**config.mk**
```make
export PLATFORM = sky130hd
export DESIGN_NAME = motor_gate_output_stage
export DESIGN_NICKNAME = d
export VERILOG_FILES = /design/src/core/motor_gate_pkg.sv /design/src/core/hall_input_front.sv /design/src/core/dead_time_channel.sv /design/src/core/motor_gate_output_stage.sv
export SDC_FILE = /design/constraint.sdc
export NUM_CORES = 1
export LEC_CHECK = 0
export BUFFER_PORTS_ARGS = -buffer_cell sky130_fd_sc_hd__buf_2
export CAP_MARGIN = 20
export CORE_ASPECT_RATIO = 0.8
export CORE_MARGIN = 8
export CORE_UTILIZATION = 45
export DETAILED_ROUTE_END_ITERATION = 10
export GPL_TIMING_DRIVEN = 1
export PLACE_DENSITY_LB_ADDON = 0.25
export SLEW_MARGIN = 15
export SYNTH_ARGS = -nofsm -noshare
export SYNTH_HDL_FRONTEND = slang
export SYNTH_SLANG_ARGS = --single-unit
```
**constraint.sdc**
```tcl
create_clock -name clk -period 10 [get_ports clk]
set_input_delay 3 -clock clk [delete_from_list [all_inputs] [get_ports clk]]
set_output_delay 3 -clock clk [all_outputs]
set_load 0.01 [all_outputs]
```
**src/core/motor_gate_pkg.sv**
```systemverilog
// Constants, register map and carrier types shared by the motor gate output stage.
package motor_gate_pkg;

  // Byte offsets on the APB register bus.
  localparam logic [7:0] OFS_MASK_CTRL = 8'h00;
  localparam logic [7:0] OFS_MONITOR = 8'h04;
  localparam logic [7:0] OFS_MASK_EN = 8'h08;
  localparam logic [7:0] OFS_MASK_DATA = 8'h0c;
  localparam logic [7:0] OFS_DEAD_TIME = 8'h10;
  localparam logic [7:0] OFS_POLARITY = 8'h14;
  localparam logic [7:0] OFS_HALL_CTRL = 8'h18;
  localparam logic [7:0] OFS_SOFT_HALL = 8'h1c;
  localparam logic [7:0] OFS_FILTER_CTRL = 8'h20;
  localparam logic [7:0] OFS_PIN_FUNC = 8'h24;
  localparam logic [7:0] OFS_DECODE_BASE = 8'h40;
  localparam logic [7:0] OFS_DECODE_LAST = 8'h6c;
  localparam int DECODE_ENTRIES = 12;
  localparam int FORWARD_ENTRIES = 6;

  // Values after reset.
  localparam logic [7:0] RST_MASK_CTRL = 8'h04;
  localparam logic [7:0] RST_HALL_CTRL = 8'h10;
  localparam logic [7:0] RST_ZERO8 = 8'h00;
  localparam logic [31:0] RST_PIN_FUNC = 32'h00000000;

  // Field positions.
  localparam int MC_MASK_MODE_BIT = 7;
  localparam int MC_NONCOMP_BIT = 3;
  localparam int MC_PWM_EN_BIT = 2;
  localparam int MC_PROTECT_SEL_BIT = 1;
  localparam int MC_TOP_SEL_BIT = 0;
  localparam int DT_DIV_LSB = 6;
  localparam int DT_ENABLE_BIT = 5;
  localparam int HC_DECODER_EN_BIT = 0;
  localparam int HC_DIR_BIT = 1;
  localparam int HC_BRAKE_BIT = 2;
  localparam int HC_SOURCE_BIT = 3;
  localparam int HC_ANGLE_BIT = 4;
  localparam int FILTER_EN_BIT = 0;
  localparam int PF_GPIO_SEL_LSB = 0;
  localparam int PF_GPIO_DATA_LSB = 8;
  localparam int PF_DRIVE_LSB = 16;

  // Filter cycle count and brake decode word.
  localparam logic [2:0] FILTER_SAMPLES = 3'h4;
  localparam logic [5:0] BRAKE_DECODE = 6'h15;

  typedef enum logic [2:0] {
    DT_LOW = 3'b001,
    DT_WAIT = 3'b010,
    DT_HIGH = 3'b100
  } dead_state_e;

  typedef struct packed {
    logic mask_mode_select;
    logic hw_complement_select;
    logic pwm_output_enable;
    logic protect_output_select;
    logic top_bottom_pwm_select;
  } mask_ctrl_s;

  typedef struct packed {
    logic [1:0] deadtime_clock_divide;
    logic deadtime_enable;
    logic [4:0] count;
  } dead_time_s;

endpackage

```
**src/core/hall_input_front.sv**
```systemverilog
// Hall sensor input synchroniser, noise filter with bypass, and source select.
`timescale 1ns/1ps
module hall_input_front (
  input wire logic clk,
  input wire logic reset,
  input wire logic [2:0] hall_pins,
  input wire logic [2:0] soft_hall,
  input wire logic hall_source_mode,
  input wire logic hall_filter_enable,
  output logic [2:0] filtered_hall,
  output logic [2:0] hall_out
);
  logic [2:0] sync1_q, sync2_q, sync3_q, accepted_q, filt_q;
  logic [2:0] agree_cnt_q;

  always_ff @(posedge clk or posedge reset) begin
    if (reset) begin
      sync1_q <= 3'h0;
      sync2_q <= 3'h0;
      sync3_q <= 3'h0;
      accepted_q <= 3'h0;
    end else begin
      sync1_q <= hall_pins;
      sync2_q <= sync1_q;
      sync3_q <= sync2_q;
      if (sync2_q == sync3_q) begin
        accepted_q <= sync3_q;
      end
    end
  end

  // A new level must persist for several samples before the filter follows it.
  always_ff @(posedge clk or posedge reset) begin
    if (reset) begin
      filt_q <= 3'h0;
      agree_cnt_q <= 3'h0;
    end else if (accepted_q == filt_q) begin
      agree_cnt_q <= 3'h0;
    end else if (agree_cnt_q == motor_gate_pkg::FILTER_SAMPLES) begin
      filt_q <= accepted_q;
      agree_cnt_q <= 3'h0;
    end else begin
      agree_cnt_q <= agree_cnt_q + 3'h1;
    end
  end

  assign filtered_hall = hall_filter_enable ? filt_q : accepted_q;
  assign hall_out = hall_source_mode ? filtered_hall : soft_hall;
endmodule // hall_input_front

```
**src/core/dead_time_channel.sv**
```systemverilog
// One dead-time insertion channel: delays rising edges, passes falling edges.
`timescale 1ns/1ps
module dead_time_channel (
  input wire logic clk,
  input wire logic reset,
  input wire logic tick,
  input wire logic enable,
  input wire logic [4:0] count,
  input wire logic din,
  output logic dout
);
  motor_gate_pkg::dead_state_e state_q;
  logic [5:0] cnt_q;

  always_ff @(posedge clk or posedge reset) begin
    if (reset) begin
      state_q <= motor_gate_pkg::DT_LOW;
      cnt_q <= 6'h00;
      dout <= 1'b0;
    end else if (!enable) begin
      dout <= din;
      state_q <= din ? motor_gate_pkg::DT_HIGH : motor_gate_pkg::DT_LOW;
      cnt_q <= 6'h00;
    end else begin
      case (state_q)
        motor_gate_pkg::DT_LOW: begin
          dout <= 1'b0;
          if (din) begin
            state_q <= motor_gate_pkg::DT_WAIT;
            cnt_q <= {1'b0, count} + 6'h01;
          end
        end
        motor_gate_pkg::DT_WAIT: begin
          if (!din) begin
            state_q <= motor_gate_pkg::DT_LOW;
          end else if (tick) begin
            cnt_q <= cnt_q - 6'h01;
            if (cnt_q == 6'h01) begin
              state_q <= motor_gate_pkg::DT_HIGH;
              dout <= 1'b1;
            end
          end
        end
        motor_gate_pkg::DT_HIGH: begin
          if (!din) begin
            state_q <= motor_gate_pkg::DT_LOW;
            dout <= 1'b0;
          end
        end
        default: begin
          state_q <= motor_gate_pkg::DT_LOW;
          dout <= 1'b0;
        end
      endcase
    end
  end
endmodule // dead_time_channel

```
**src/core/motor_gate_output_stage.sv**
```systemverilog
// Motor gate output stage: decode, masking, overrides, dead time, stagger, polarity.
//
// Notes on behaviour
// - Bit 7 picks hardware or software masking.
// - Bit 3 picks complementary drive in hardware.
// - Bit 2 allows PWM on premask outputs.
// - Bit 0 routes PWM to bottom or top.
// - Monitor shows three gates and filtered Halls.
// - Complementary hardware decode per phase table.
// - Non-complementary decode drops the inverted wave.
// - Software mask enable substitutes mask data bit.
// - Both masked high in pair gives zeros.
// - Masked partner of PWM output forced low.
// - GPIO-configured pins ignore all masking.
// - Brake: tops low, bottoms high, overrides masking and protect.
// - Protect: tops low, bottoms per select bit.
// - Dead time delays rising edges only.
// - Dead-time enable bit switches insertion.
// - Dead-time clock divides by 1,2,4,8.
// - Dead time is count plus one periods.
// - Stagger forces both off when both high.
// - Polarity bit per output inverts it.
// - Hall source: sensor path or software bits.
// - Filter disabled means Halls bypass it.
// - Decode comes from forward or backward tables.
`timescale 1ns/1ps
module motor_gate_output_stage (
  input wire logic clk,
  input wire logic reset,
  input wire logic psel,
  input wire logic penable,
  input wire logic pwrite,
  input wire logic [7:0] paddr,
  input wire logic [31:0] pwdata,
  output logic [31:0] prdata,
  output logic pready,
  output logic pslverr,
  input wire logic pwm_true_wave,
  input wire logic pwm_inverted_wave,
  input wire logic protect_active,
  input wire logic [2:0] hall_pins,
  output logic gate_a_top,
  output logic gate_a_bottom,
  output logic gate_b_top,
  output logic gate_b_bottom,
  output logic gate_c_top,
  output logic gate_c_bottom,
  output logic [5:0] gate_oe
);

  logic [7:0] mask_ctrl_q, mask_en_q, mask_data_q, dead_time_q, polarity_q;
  logic [7:0] hall_ctrl_q, soft_hall_q, filter_ctrl_q;
  logic [31:0] pin_func_q;
  logic [5:0] decode_table_q [motor_gate_pkg::DECODE_ENTRIES];
  logic [5:0] premask_d, premask_q, dead_out, gate_d, gate_q;
  logic [2:0] prescale_q;
  logic [2:0] hall_in, filtered_hall;
  logic [31:0] rdata_d;
  logic rd_err_d;
  logic tick;
  logic access_wr;
  motor_gate_pkg::mask_ctrl_s mc;
  motor_gate_pkg::dead_time_s dt;

  assign mc = '{mask_mode_select: mask_ctrl_q[motor_gate_pkg::MC_MASK_MODE_BIT],
                hw_complement_select: mask_ctrl_q[motor_gate_pkg::MC_NONCOMP_BIT],
                pwm_output_enable: mask_ctrl_q[motor_gate_pkg::MC_PWM_EN_BIT],
                protect_output_select: mask_ctrl_q[motor_gate_pkg::MC_PROTECT_SEL_BIT],
                top_bottom_pwm_select: mask_ctrl_q[motor_gate_pkg::MC_TOP_SEL_BIT]};
  assign dt = dead_time_q;

  // Table offsets are decoded both for writes and for reads.
  function automatic logic is_table(input logic [7:0] addr);
    is_table = (addr >= motor_gate_pkg::OFS_DECODE_BASE) &&
               (addr <= motor_gate_pkg::OFS_DECODE_LAST) && (addr[1:0] == 2'h0);
  endfunction

  function automatic logic [3:0] table_index(input logic [7:0] addr);
    logic [7:0] rel;
    rel = addr - motor_gate_pkg::OFS_DECODE_BASE;
    table_index = rel[5:2];
  endfunction

  // Maps the Hall state to a step number; 7 marks an illegal state.
  function automatic logic [2:0] hall_step(input logic [2:0] h, input logic wide_angle);
    logic [2:0] sabc;
    sabc = {h[0], h[1], h[2]};
    case (sabc)
      3'b100: hall_step = 3'h0;
      3'b110: hall_step = 3'h1;
      3'b111: hall_step = wide_angle ? 3'h7 : 3'h2;
      3'b010: hall_step = wide_angle ? 3'h2 : 3'h7;
      3'b011: hall_step = 3'h3;
      3'b001: hall_step = 3'h4;
      3'b000: hall_step = wide_angle ? 3'h7 : 3'h5;
      3'b101: hall_step = wide_angle ? 3'h5 : 3'h7;
      default: hall_step = 3'h7;
    endcase
  endfunction

  // Hardware mask decode for one phase, result is {upper, lower}.
  function automatic logic [1:0] hw_pair(input logic up, input logic lo,
                                         input logic top_sel, input logic noncomp,
                                         input logic p, input logic pb);
    case ({up, lo})
      2'b01: hw_pair = top_sel ? 2'b01 : {noncomp ? 1'b0 : pb, p};
      2'b10: hw_pair = top_sel ? {p, noncomp ? 1'b0 : pb} : 2'b10;
      default: hw_pair = 2'b00;
    endcase
  endfunction

  hall_input_front u_hall (
    .clk(clk),
    .reset(reset),
    .hall_pins(hall_pins),
    .soft_hall(soft_hall_q[2:0]),
    .hall_source_mode(hall_ctrl_q[motor_gate_pkg::HC_SOURCE_BIT]),
    .hall_filter_enable(filter_ctrl_q[motor_gate_pkg::FILTER_EN_BIT]),
    .filtered_hall(filtered_hall),
    .hall_out(hall_in)
  );

  // APB: answer is prepared in the setup cycle so the access phase has no wait state.
  assign access_wr = psel && penable && pwrite && pready;

  always_comb begin
    rdata_d = 32'h00000000;
    rd_err_d = 1'b0;
    if (is_table(paddr)) begin
      rdata_d = {26'h0, decode_table_q[table_index(paddr)]};
    end else begin
      case (paddr)
        motor_gate_pkg::OFS_MASK_CTRL: rdata_d = {24'h000000, mask_ctrl_q};
        motor_gate_pkg::OFS_MONITOR: rdata_d = {26'h0, gate_q[0], gate_q[1],
                                                gate_q[2], filtered_hall};
        motor_gate_pkg::OFS_MASK_EN: rdata_d = {24'h000000, mask_en_q};
        motor_gate_pkg::OFS_MASK_DATA: rdata_d = {24'h000000, mask_data_q};
        motor_gate_pkg::OFS_DEAD_TIME: rdata_d = {24'h000000, dead_time_q};
        motor_gate_pkg::OFS_POLARITY: rdata_d = {24'h000000, polarity_q};
        motor_gate_pkg::OFS_HALL_CTRL: rdata_d = {24'h000000, hall_ctrl_q};
        motor_gate_pkg::OFS_SOFT_HALL: rdata_d = {24'h000000, soft_hall_q};
        motor_gate_pkg::OFS_FILTER_CTRL: rdata_d = {24'h000000, filter_ctrl_q};
        motor_gate_pkg::OFS_PIN_FUNC: rdata_d = pin_func_q;
        default: rd_err_d = 1'b1;
      endcase
    end
  end

  always_ff @(posedge clk or posedge reset) begin
    if (reset) begin
      pready <= 1'b0;
      pslverr <= 1'b0;
      prdata <= 32'h00000000;
    end else begin
      pready <= psel && !penable;
      if (psel && !penable) begin
        pslverr <= rd_err_d || (pwrite && paddr == motor_gate_pkg::OFS_MONITOR);
        prdata <= pwrite ? 32'h00000000 : rdata_d;
      end else begin
        pslverr <= 1'b0;
        prdata <= 32'h00000000;
      end
    end
  end

  always_ff @(posedge clk or posedge reset) begin
    if (reset) begin
      mask_ctrl_q <= motor_gate_pkg::RST_MASK_CTRL;
      mask_en_q <= motor_gate_pkg::RST_ZERO8;
      mask_data_q <= motor_gate_pkg::RST_ZERO8;
      dead_time_q <= motor_gate_pkg::RST_ZERO8;
      polarity_q <= motor_gate_pkg::RST_ZERO8;
      hall_ctrl_q <= motor_gate_pkg::RST_HALL_CTRL;
      soft_hall_q <= motor_gate_pkg::RST_ZERO8;
      filter_ctrl_q <= motor_gate_pkg::RST_ZERO8;
      pin_func_q <= motor_gate_pkg::RST_PIN_FUNC;
    end else if (access_wr) begin
      case (paddr)
        motor_gate_pkg::OFS_MASK_CTRL: mask_ctrl_q <= pwdata[7:0] & 8'h8f;
        motor_gate_pkg::OFS_MASK_EN: mask_en_q <= pwdata[7:0] & 8'h3f;
        motor_gate_pkg::OFS_MASK_DATA: mask_data_q <= pwdata[7:0] & 8'h3f;
        motor_gate_pkg::OFS_DEAD_TIME: dead_time_q <= pwdata[7:0];
        motor_gate_pkg::OFS_POLARITY: polarity_q <= pwdata[7:0] & 8'h3f;
        motor_gate_pkg::OFS_HALL_CTRL: hall_ctrl_q <= pwdata[7:0] & 8'h1f;
        motor_gate_pkg::OFS_SOFT_HALL: soft_hall_q <= pwdata[7:0] & 8'h07;
        motor_gate_pkg::OFS_FILTER_CTRL: filter_ctrl_q <= pwdata[7:0] & 8'h01;
        motor_gate_pkg::OFS_PIN_FUNC: pin_func_q <= pwdata & 32'h003f3f3f;
        default: begin
        end
      endcase
    end
  end

  always_ff @(posedge clk or posedge reset) begin
    if (reset) begin
      for (int i = 0; i < motor_gate_pkg::DECODE_ENTRIES; i++) begin
        decode_table_q[i] <= 6'h00;
      end
    end else if (access_wr && is_table(paddr)) begin
      decode_table_q[table_index(paddr)] <= pwdata[5:0];
    end
  end

  // Commutation word in table order: bit 5 is phase A upper, bit 0 phase C lower.
  logic [5:0] decode_word;
  logic [2:0] step;
  logic [3:0] entry;

  always_comb begin
    step = hall_step(hall_in, hall_ctrl_q[motor_gate_pkg::HC_ANGLE_BIT]);
    entry = {1'b0, step};
    if (hall_ctrl_q[motor_gate_pkg::HC_DIR_BIT]) begin
      entry = 4'(step) + 4'(motor_gate_pkg::FORWARD_ENTRIES);
    end
    if (hall_ctrl_q[motor_gate_pkg::HC_BRAKE_BIT]) begin
      decode_word = motor_gate_pkg::BRAKE_DECODE;
    end else if (!hall_ctrl_q[motor_gate_pkg::HC_DECODER_EN_BIT] || step == 3'h7) begin
      decode_word = 6'h00;
    end else begin
      decode_word = decode_table_q[entry];
    end
  end

  // PWM disabled holds the true term on and the inverted term off, so outputs carry no PWM.
  logic p_eff, pb_eff;
  assign p_eff = mc.pwm_output_enable ? pwm_true_wave : 1'b1;
  assign pb_eff = mc.pwm_output_enable ? pwm_inverted_wave : 1'b0;

  // Output vector order: bit 2n is phase n upper, bit 2n+1 phase n lower.
  genvar g;
  generate
    for (g = 0; g < 3; g++) begin : g_phase
      logic up, lo, me_u, me_l, md_u, md_l;
      logic [1:0] hw, sw, pair;
      assign up = decode_word[5 - 2 * g];
      assign lo = decode_word[4 - 2 * g];
      assign me_u = mask_en_q[2 * g];
      assign me_l = mask_en_q[2 * g + 1];
      assign md_u = mask_data_q[2 * g];
      assign md_l = mask_data_q[2 * g + 1];
      assign hw = hw_pair(up, lo, mc.top_bottom_pwm_select, mc.hw_complement_select,
                          p_eff, pb_eff);
      always_comb begin
        sw[1] = me_u ? md_u : p_eff;
        sw[0] = me_l ? md_l : pb_eff;
        if (me_u && me_l && md_u && md_l) begin
          sw = 2'b00;
        end
        if (me_u && !me_l) begin
          sw[1] = 1'b0;
        end
        if (!me_u && me_l) begin
          sw[0] = 1'b0;
        end
        pair = mc.mask_mode_select ? sw : hw;
        if (hall_ctrl_q[motor_gate_pkg::HC_BRAKE_BIT]) begin
          pair = 2'b01;
        end else if (protect_active) begin
          pair = {1'b0, mc.protect_output_select};
        end
      end
      assign premask_d[2 * g] = pair[1];
      assign premask_d[2 * g + 1] = pair[0];
    end
  endgenerate

  always_ff @(posedge clk or posedge reset) begin
    if (reset) begin
      premask_q <= 6'h00;
    end else begin
      premask_q <= premask_d;
    end
  end

  // The divided dead-time clock is a strobe, so the block stays on one clock.
  always_ff @(posedge clk or posedge reset) begin
    if (reset) begin
      prescale_q <= 3'h0;
    end else begin
      prescale_q <= prescale_q + 3'h1;
    end
  end

  always_comb begin
    case (dt.deadtime_clock_divide)
      2'h0: tick = 1'b1;
      2'h1: tick = prescale_q[0];
      2'h2: tick = &prescale_q[1:0];
      default: tick = &prescale_q;
    endcase
  end

  generate
    for (g = 0; g < 6; g++) begin : g_dead
      dead_time_channel u_dt (
        .clk(clk),
        .reset(reset),
        .tick(tick),
        .enable(dt.deadtime_enable),
        .count(dt.count),
        .din(premask_q[g]),
        .dout(dead_out[g])
      );
    end
  endgenerate

  // Stagger, then polarity, then the pin function select, then the pin register.
  generate
    for (g = 0; g < 3; g++) begin : g_out
      logic both_on;
      assign both_on = dead_out[2 * g] && dead_out[2 * g + 1];
      for (genvar k = 0; k < 2; k++) begin : g_pin
        localparam int N = 2 * g + k;
        logic staggered;
        assign staggered = both_on ? 1'b0 : dead_out[N];
        assign gate_d[N] = pin_func_q[motor_gate_pkg::PF_GPIO_SEL_LSB + N] ?
                           pin_func_q[motor_gate_pkg::PF_GPIO_DATA_LSB + N] :
                           staggered ^ polarity_q[N];
      end
    end
  endgenerate

  always_ff @(posedge clk or posedge reset) begin
    if (reset) begin
      gate_q <= 6'h00;
      gate_oe <= 6'h00;
    end else begin
      gate_q <= gate_d;
      gate_oe <= pin_func_q[motor_gate_pkg::PF_DRIVE_LSB +: 6];
    end
  end

  assign gate_a_top = gate_q[0];
  assign gate_a_bottom = gate_q[1];
  assign gate_b_top = gate_q[2];
  assign gate_b_bottom = gate_q[3];
  assign gate_c_top = gate_q[4];
  assign gate_c_bottom = gate_q[5];

endmodule // motor_gate_output_stage

```
### Yosys cells after proc, flatten, opt, wreduce, memory -nomap -nowiden

Cells that the tools add are included.

* flip-flop bits (word level): 263
* bits of input ports: 51
* output and inout bits: 46

* add/sub/neg operators: 11
* $lt $le $gt $ge: 5
* eq/ne operators: 100
* multiplexer cells: 187
* bitwise gates (word level): 9
* reduce and logical (&&, ||, !) cells: 72

Operators with widths (number)
* 22-bit one-hot mux with 10 select lines: 1
* 6-bit 2-to-1 mux: 31
* 3-bit 2-to-1 mux: 48
* 32-bit 2-to-1 mux: 3
* 72-bit bitwise mux: 1
* 6-bit one-hot mux with 2 select lines: 6
* 4-bit AND reduction: 18
* 3-bit != test (second input constant): 23
* 1-bit 2-to-1 mux: 60
* 3-bit one-hot mux with 3 select lines: 6
* 6-bit binary-select mux with 4-bit select: 2
* 6-bit by 1-bit subtractor with 6-bit output (second input constant): 7
* 3-bit == test (second input constant): 12
* 6-bit by 1-bit == test with 1-bit output (second input constant): 6
* 8-bit by 5-bit == test with 1-bit output (second input constant): 4
* 2-bit 2-to-1 mux: 16
* 4-bit by 3-bit != test with 1-bit output (second input constant): 7
* 1-bit logical AND: 27
* 6-bit demux with 4-bit select: 1
* 3-bit by 2-bit == test with 1-bit output (second input constant): 8
* 3-bit one-hot mux with 8 select lines: 1
* 2-bit AND reduction: 11
* 3-bit by 1-bit == test with 1-bit output (second input constant): 7
* 3-bit by 2-bit != test with 1-bit output (second input constant): 7
* other kinds (29): 71

### Logic depth before layout (Yosys ltp)

* depth after elaboration: 17
* gate-level depth with buffers: 18
* mapped depth without buffers: 16

### By module

A second synthesis with hierarchy kept.

* cell total of the unflattened synthesis: 1370
* area total of the unflattened synthesis: 14614.0 um2

Modules (own cells, without submodules)
* motor_gate_output_stage: instances 1, cells each 882, area each 9684.3 um2, sequential area each 4331.7 um2
* dead_time_channel: instances 6, cells each 72, area each 699.4 um2, sequential area each 251.5 um2
* hall_input_front: instances 1, cells each 56, area each 733.2 um2, sequential area each 450.4 um2

### Worst setup path after synthesis

Ideal clock, no wire load.

* path type: input-to-reg
* from: input paddr[7]
* to: register pin_func_q[10]
* arrival time: 4.697 ns
* required time: 9.875 ns
* setup slack: 5.179 ns
* cell stages on the path: 5
* path through: nor4_2 -> nand2_1 -> nor3_2 -> buf_2 -> mux2_2

* cells in the longest elaborated chain, start to end: 2

RTL lines
* from (decl): RTL line motor_gate_output_stage.sv:33 `input wire logic [7:0] paddr,`
* 8-bit by 6-bit == test with 1-bit output: RTL line motor_gate_output_stage.sv:178 `case (paddr)`
* 2-bit AND reduction (no source line)
* to (signal assigned): RTL line motor_gate_output_stage.sv:176 `pin_func_q <= motor_gate_pkg::RST_PIN_FUNC;`
* to (signal assigned): RTL line motor_gate_output_stage.sv:187 `motor_gate_pkg::OFS_PIN_FUNC: pin_func_q <= pwdata & 32'h003f3f3f;`
* to (decl): RTL line motor_gate_output_stage.sv:53 `logic [31:0] pin_func_q;`

No other way between the ends.
A chain may end at the register's enable or synchronous reset.

### Worst setup path in the final report

* from: input paddr[3]
* to: register decode_table_q[31] (netlist bit)

* cells in the longest elaborated chain, start to end: 7
* elaborated cells between the ends (all ways): 13

RTL lines
* 6-bit by 1-bit subtractor with 6-bit output: RTL line motor_gate_output_stage.sv:80 `rel = addr - motor_gate_pkg::OFS_DECODE_BASE;`
* 4-bit inverter with 5-bit output (not written as such): RTL line motor_gate_output_stage.sv:200 `decode_table_q[table_index(paddr)] <= pwdata[5:0];`
* 5-bit >= comparator (not written as such) or 5-bit by 1-bit less-than comparator with 1-bit output (tied branches): RTL line motor_gate_output_stage.sv:200
* 1-bit logical AND (not written as such): RTL line motor_gate_output_stage.sv:200
* 6-bit 2-to-1 mux (not written as such): RTL line motor_gate_output_stage.sv:200
* 6-bit demux with 4-bit select: RTL line motor_gate_output_stage.sv:200
* 72-bit bitwise mux: RTL line motor_gate_output_stage.sv:200
* to (signal, indexed assignment): RTL line motor_gate_output_stage.sv:200
* to (decl): RTL line motor_gate_output_stage.sv:54 `logic [5:0] decode_table_q [motor_gate_pkg::DECODE_ENTRIES];`

Parallel ways exist; a longest one is shown, timed or not.

==> impl_summary.txt <==
----------------------------------------------------
[Yosys]
  Synth Register Bits ... approximately 250
  Proportion of synthesized flip-flops having asynchronous set or reset ... 100%
  Synth cell count leaders ... sky130_fd_sc_hd__dfrtp_1, sky130_fd_sc_hd__mux2_2, sky130_fd_sc_hd__nand2_1
  Syn. warnings ... 0
  Cell accounting for the most synthesized area ... sky130_fd_sc_hd__dfrtp_1
  Share of the synthesized area in the top cell type ... 45.3%
  Number of synthesized flops with an enable pin ... 0
  Synth cell types ... 73
  Synthesized instance count ... 1242
  Primary FF master, synth ... sky130_fd_sc_hd__dfrtp_1
  Count leader, synth ... sky130_fd_sc_hd__dfrtp_1
  Fraction of the yosys area taken by sequential cells ... 46.9%
  Top post-synthesis cells by area ... sky130_fd_sc_hd__dfrtp_1, sky130_fd_sc_hd__mux2_2, sky130_fd_sc_hd__mux2i_1
  Total standard cell area after synthesis ... 13400 um2
  Syn Area/Cell ... around 11 um2

[Timing]
  Minimum clock period after layout ... 5420 ps
  Worst-Margin Slew ... 1080 ps
  Layout Skew ... 12.7 ps
  Post-Route Setup TNS ... 0 ps
  Max Transition Viols Final ... 0
  Maximum achievable frequency ... 185 MHz
  Tcrit/Tclk final ... a little over half
  Setup-violating endpoint count in the final report ... 0
  Fin. Hold Viols ... 0
  Relative slew slack ... ~27%
  Unrepaired setup endpoints after global routing ... no

[Clocking]
  Maximum clock insertion buffer count ... 3
  Clock latency at the later pin of the worst-skew pair ... 540 ps
  Clock-pin slew on the worst setup and hold paths ... 60 ps
  Number of H-tree branching levels ... 1
  Number of buffers inserted during clock tree synthesis ... 27
  Post-CTS Hold Buffers ... 0
  Resized Gates After CTS ... 0
  Number of clock sinks ... 251
  Clock tree from TritonCTS ... done
  CTS Root Buffer Type ... sky130_fd_sc_hd__clkbuf_16
  Setup Buffers After CTS ... 0

[Global routing]
  First-pass GRT wire length ... between 50000 and 60000 um
  Via count of the first global-routing pass ... around 9600
  Antenna violations before repair ... 0
  Largest net degree at the start of global routing ... 90
  Aggregate global routing overflow ... 0
  GRT Overall Usage ... 18.9%

[Power and ir drop]
  Power share of the sequential group ... approximately 47%
  Power density over cell area ... ~150 nW/um2
  Leakage dissipation ... 0.00697 uW
  Portion of total power attributed to combinational logic ... 6.4%
  Total net switching power ... 524 uW
  Max rail drop VDD ... roughly 0.00012 V
  Clock network power share ... a little under half
  Power, Total ... 2250 uW
  Switching power share of the total ... 23.2%
  Int Pwr ... roughly 1700 uW

[Die]
  Standard cell core area ... ~29000 um2
  Number of placement rows ... 56
  Overall die height ... 171 um
  Die Span X ... approximately 210 um
  Top-level I/O count ... 97
  Initial cell density of the core ... 45.7%
  Die footprint ... 35700 um2

[Cells and area]
  Area used by multi-input combinational logic ... 6720 um2
  Fillers ... 2616
  Finished Cell Area ... roughly 15000 um2
  Share of post-route cells with drive strength above 1 ... between 20 and 25%
  Net count, final ... 1372
  Diodes inserted ... 0
  P&R area growth vs syn ... 11.9%
  Number of non-filler instances in the completed layout ... between 1500 and 2000
  Register area ... 6290 um2

[Placement]
  Port Buf Inserts ... between 70 and 80
  Placed standard-cell area ... approximately 14000 um2
  Cells after DPL ... ~1600
  Routability cong. ... 0.926
  Detailed placement HPWL ... 23700 um

[Drt]
  Final routed wirelength across all metal layers ... 34300 um
  Post-DR vias/cell ... 5.85
  Detail-routed net length per standard cell ... 20.3 um
  Vias after detailed routing ... 9915
  Final antenna-violating net count ... 0
  Detailed-route DRC error count ... 0
  Pre-antenna DRT Iters ... 5
  Number of DRC markers after the initial detailed-route iteration ... 802

[Critical path]
  Worst path arrival time ... slightly below 6000 ps
  Endpoint type of the worst setup path ... flop
  Maximum fanout along the worst path ... 38
  Required time of the worst setup path ... 10420 ps
  Worst setup path category ... in -> reg
  Kind of start point of the critical path ... input port

[Status]
  Run status ... finished, final reports clean

[Flow run]
  Count of maximum capacitance violations ... 0

[Worst hold path]
  Path type of the worst min-delay path ... reg -> reg

----------------------------------------------------
sequential cells by signal, summed over array words and instances, names as in the netlist, 5 cells and up:
name	cells
dead_time_q	8
decode_table_q	72
g_dead.u_dt.cnt_q	36
g_dead.u_dt.dout	6
g_dead.u_dt.state_q	18
gate_oe	6
gate_q	6
hall_ctrl_q	5
mask_ctrl_q	5
mask_data_q	6
mask_en_q	6
pin_func_q	18
polarity_q	6
prdata	20
premask_q	6
final timing paths:
check | startpoint | to | slack (ps) | depth (start not counted)
worst max-delay path | paddr[3] | decode_table_q[31] | 4580 | 5
worst min-delay path | u_hall.sync1_q[0] | u_hall.sync2_q[0] | 350 | 0
worst max register to register | filter_ctrl_q[0] | premask_q[5] | 5320 | 13
worst min register to register | u_hall.sync1_q[0] | u_hall.sync2_q[0] | 350 | 0
max in group asynchronous | reset | dead_time_q[0] | 6170 | 4
min in group asynchronous | reset | u_hall.sync1_q[1] | 2550 | 2
metal layers:
metal | global-route usage (%) | vias up | wire length, um
met5 | 0 | - | 0
met4 | 4.68 | 0 | 708
met3 | 3.31 | 46 | 2240
met2 | 28.5 | 295 | 14900
met1 | 27.8 | 4955 | 16500
li1 | - | 4619 | -
area by class of cell:
| type | instances | area share (%) |
|---|---|---|
| multi-input combinational | 899 | 44.7 |
| sequential | 251 | 41.9 |
| clock buffer | 38 | 4.84 |
| timing repair buffer | 84 | 3.21 |
| tap | 377 | 3.14 |
| clock inverter | 12 | 1.32 |
| inverter | 34 | 0.899 |
cell families after synthesis:
group,after synthesis,share of synthesized area (%)
AOI/OAI and AO/OA,265,12.9
xor gates and xnor gates,18,1.23
adders and majority gates,24,2.24
buffers and inverters,103,3.43
DFF,251,46.9
muxes,224,20.2
other,1,0.0279
and+or+nand+nor,356,13.1
through the flow:
step           worst slack [ps]  hold WS [ps]  util (%)
3_5_place_dp               4080           340      47.9
5_1_grt                    4420           367      51.2
6_report                   4580           350      51.2
4_1_cts                    4640           354      51.0
3_3_place_gp               4020           337      47.9
2_1_floorplan               113           331         -
power groups by stage:
stage	combinational, uW	sequential [uW]	clock, uW
final	145	1060	1050
after global routing	162	1060	1110
after CTS	144	1060	1070
after detailed placement	144	1080	0
after global placement	141	1080	0
after floorplan	105	1070	0
critical path: stages:
cell and delay (ps):
sky130_fd_sc_hd__buf_2 750, sky130_fd_sc_hd__nor2b_1 750, sky130_fd_sc_hd__nand2_1 240, sky130_fd_sc_hd__nor2_1 660, sky130_fd_sc_hd__mux2_2 410
cells in the final DEF, fill, tap and decap left out, drive strengths merged, types with 10 or more instances in the layout:
cell type	n
dfrtp	243
mux2	152
nand2	96
o21ai	88
nor2	85
buf	84
mux2i	52
a21oi	47
clkbuf	38
inv	35
nor2b	34
nor3	32
ha	24
nand3	22
nand2b	20
mux4	20
a22oi	19
and2	17
a31oi	13
conb	12
and3	11
o22ai	11
xnor2	10
No activity file was read; power rests on OpenSTA's default activity.
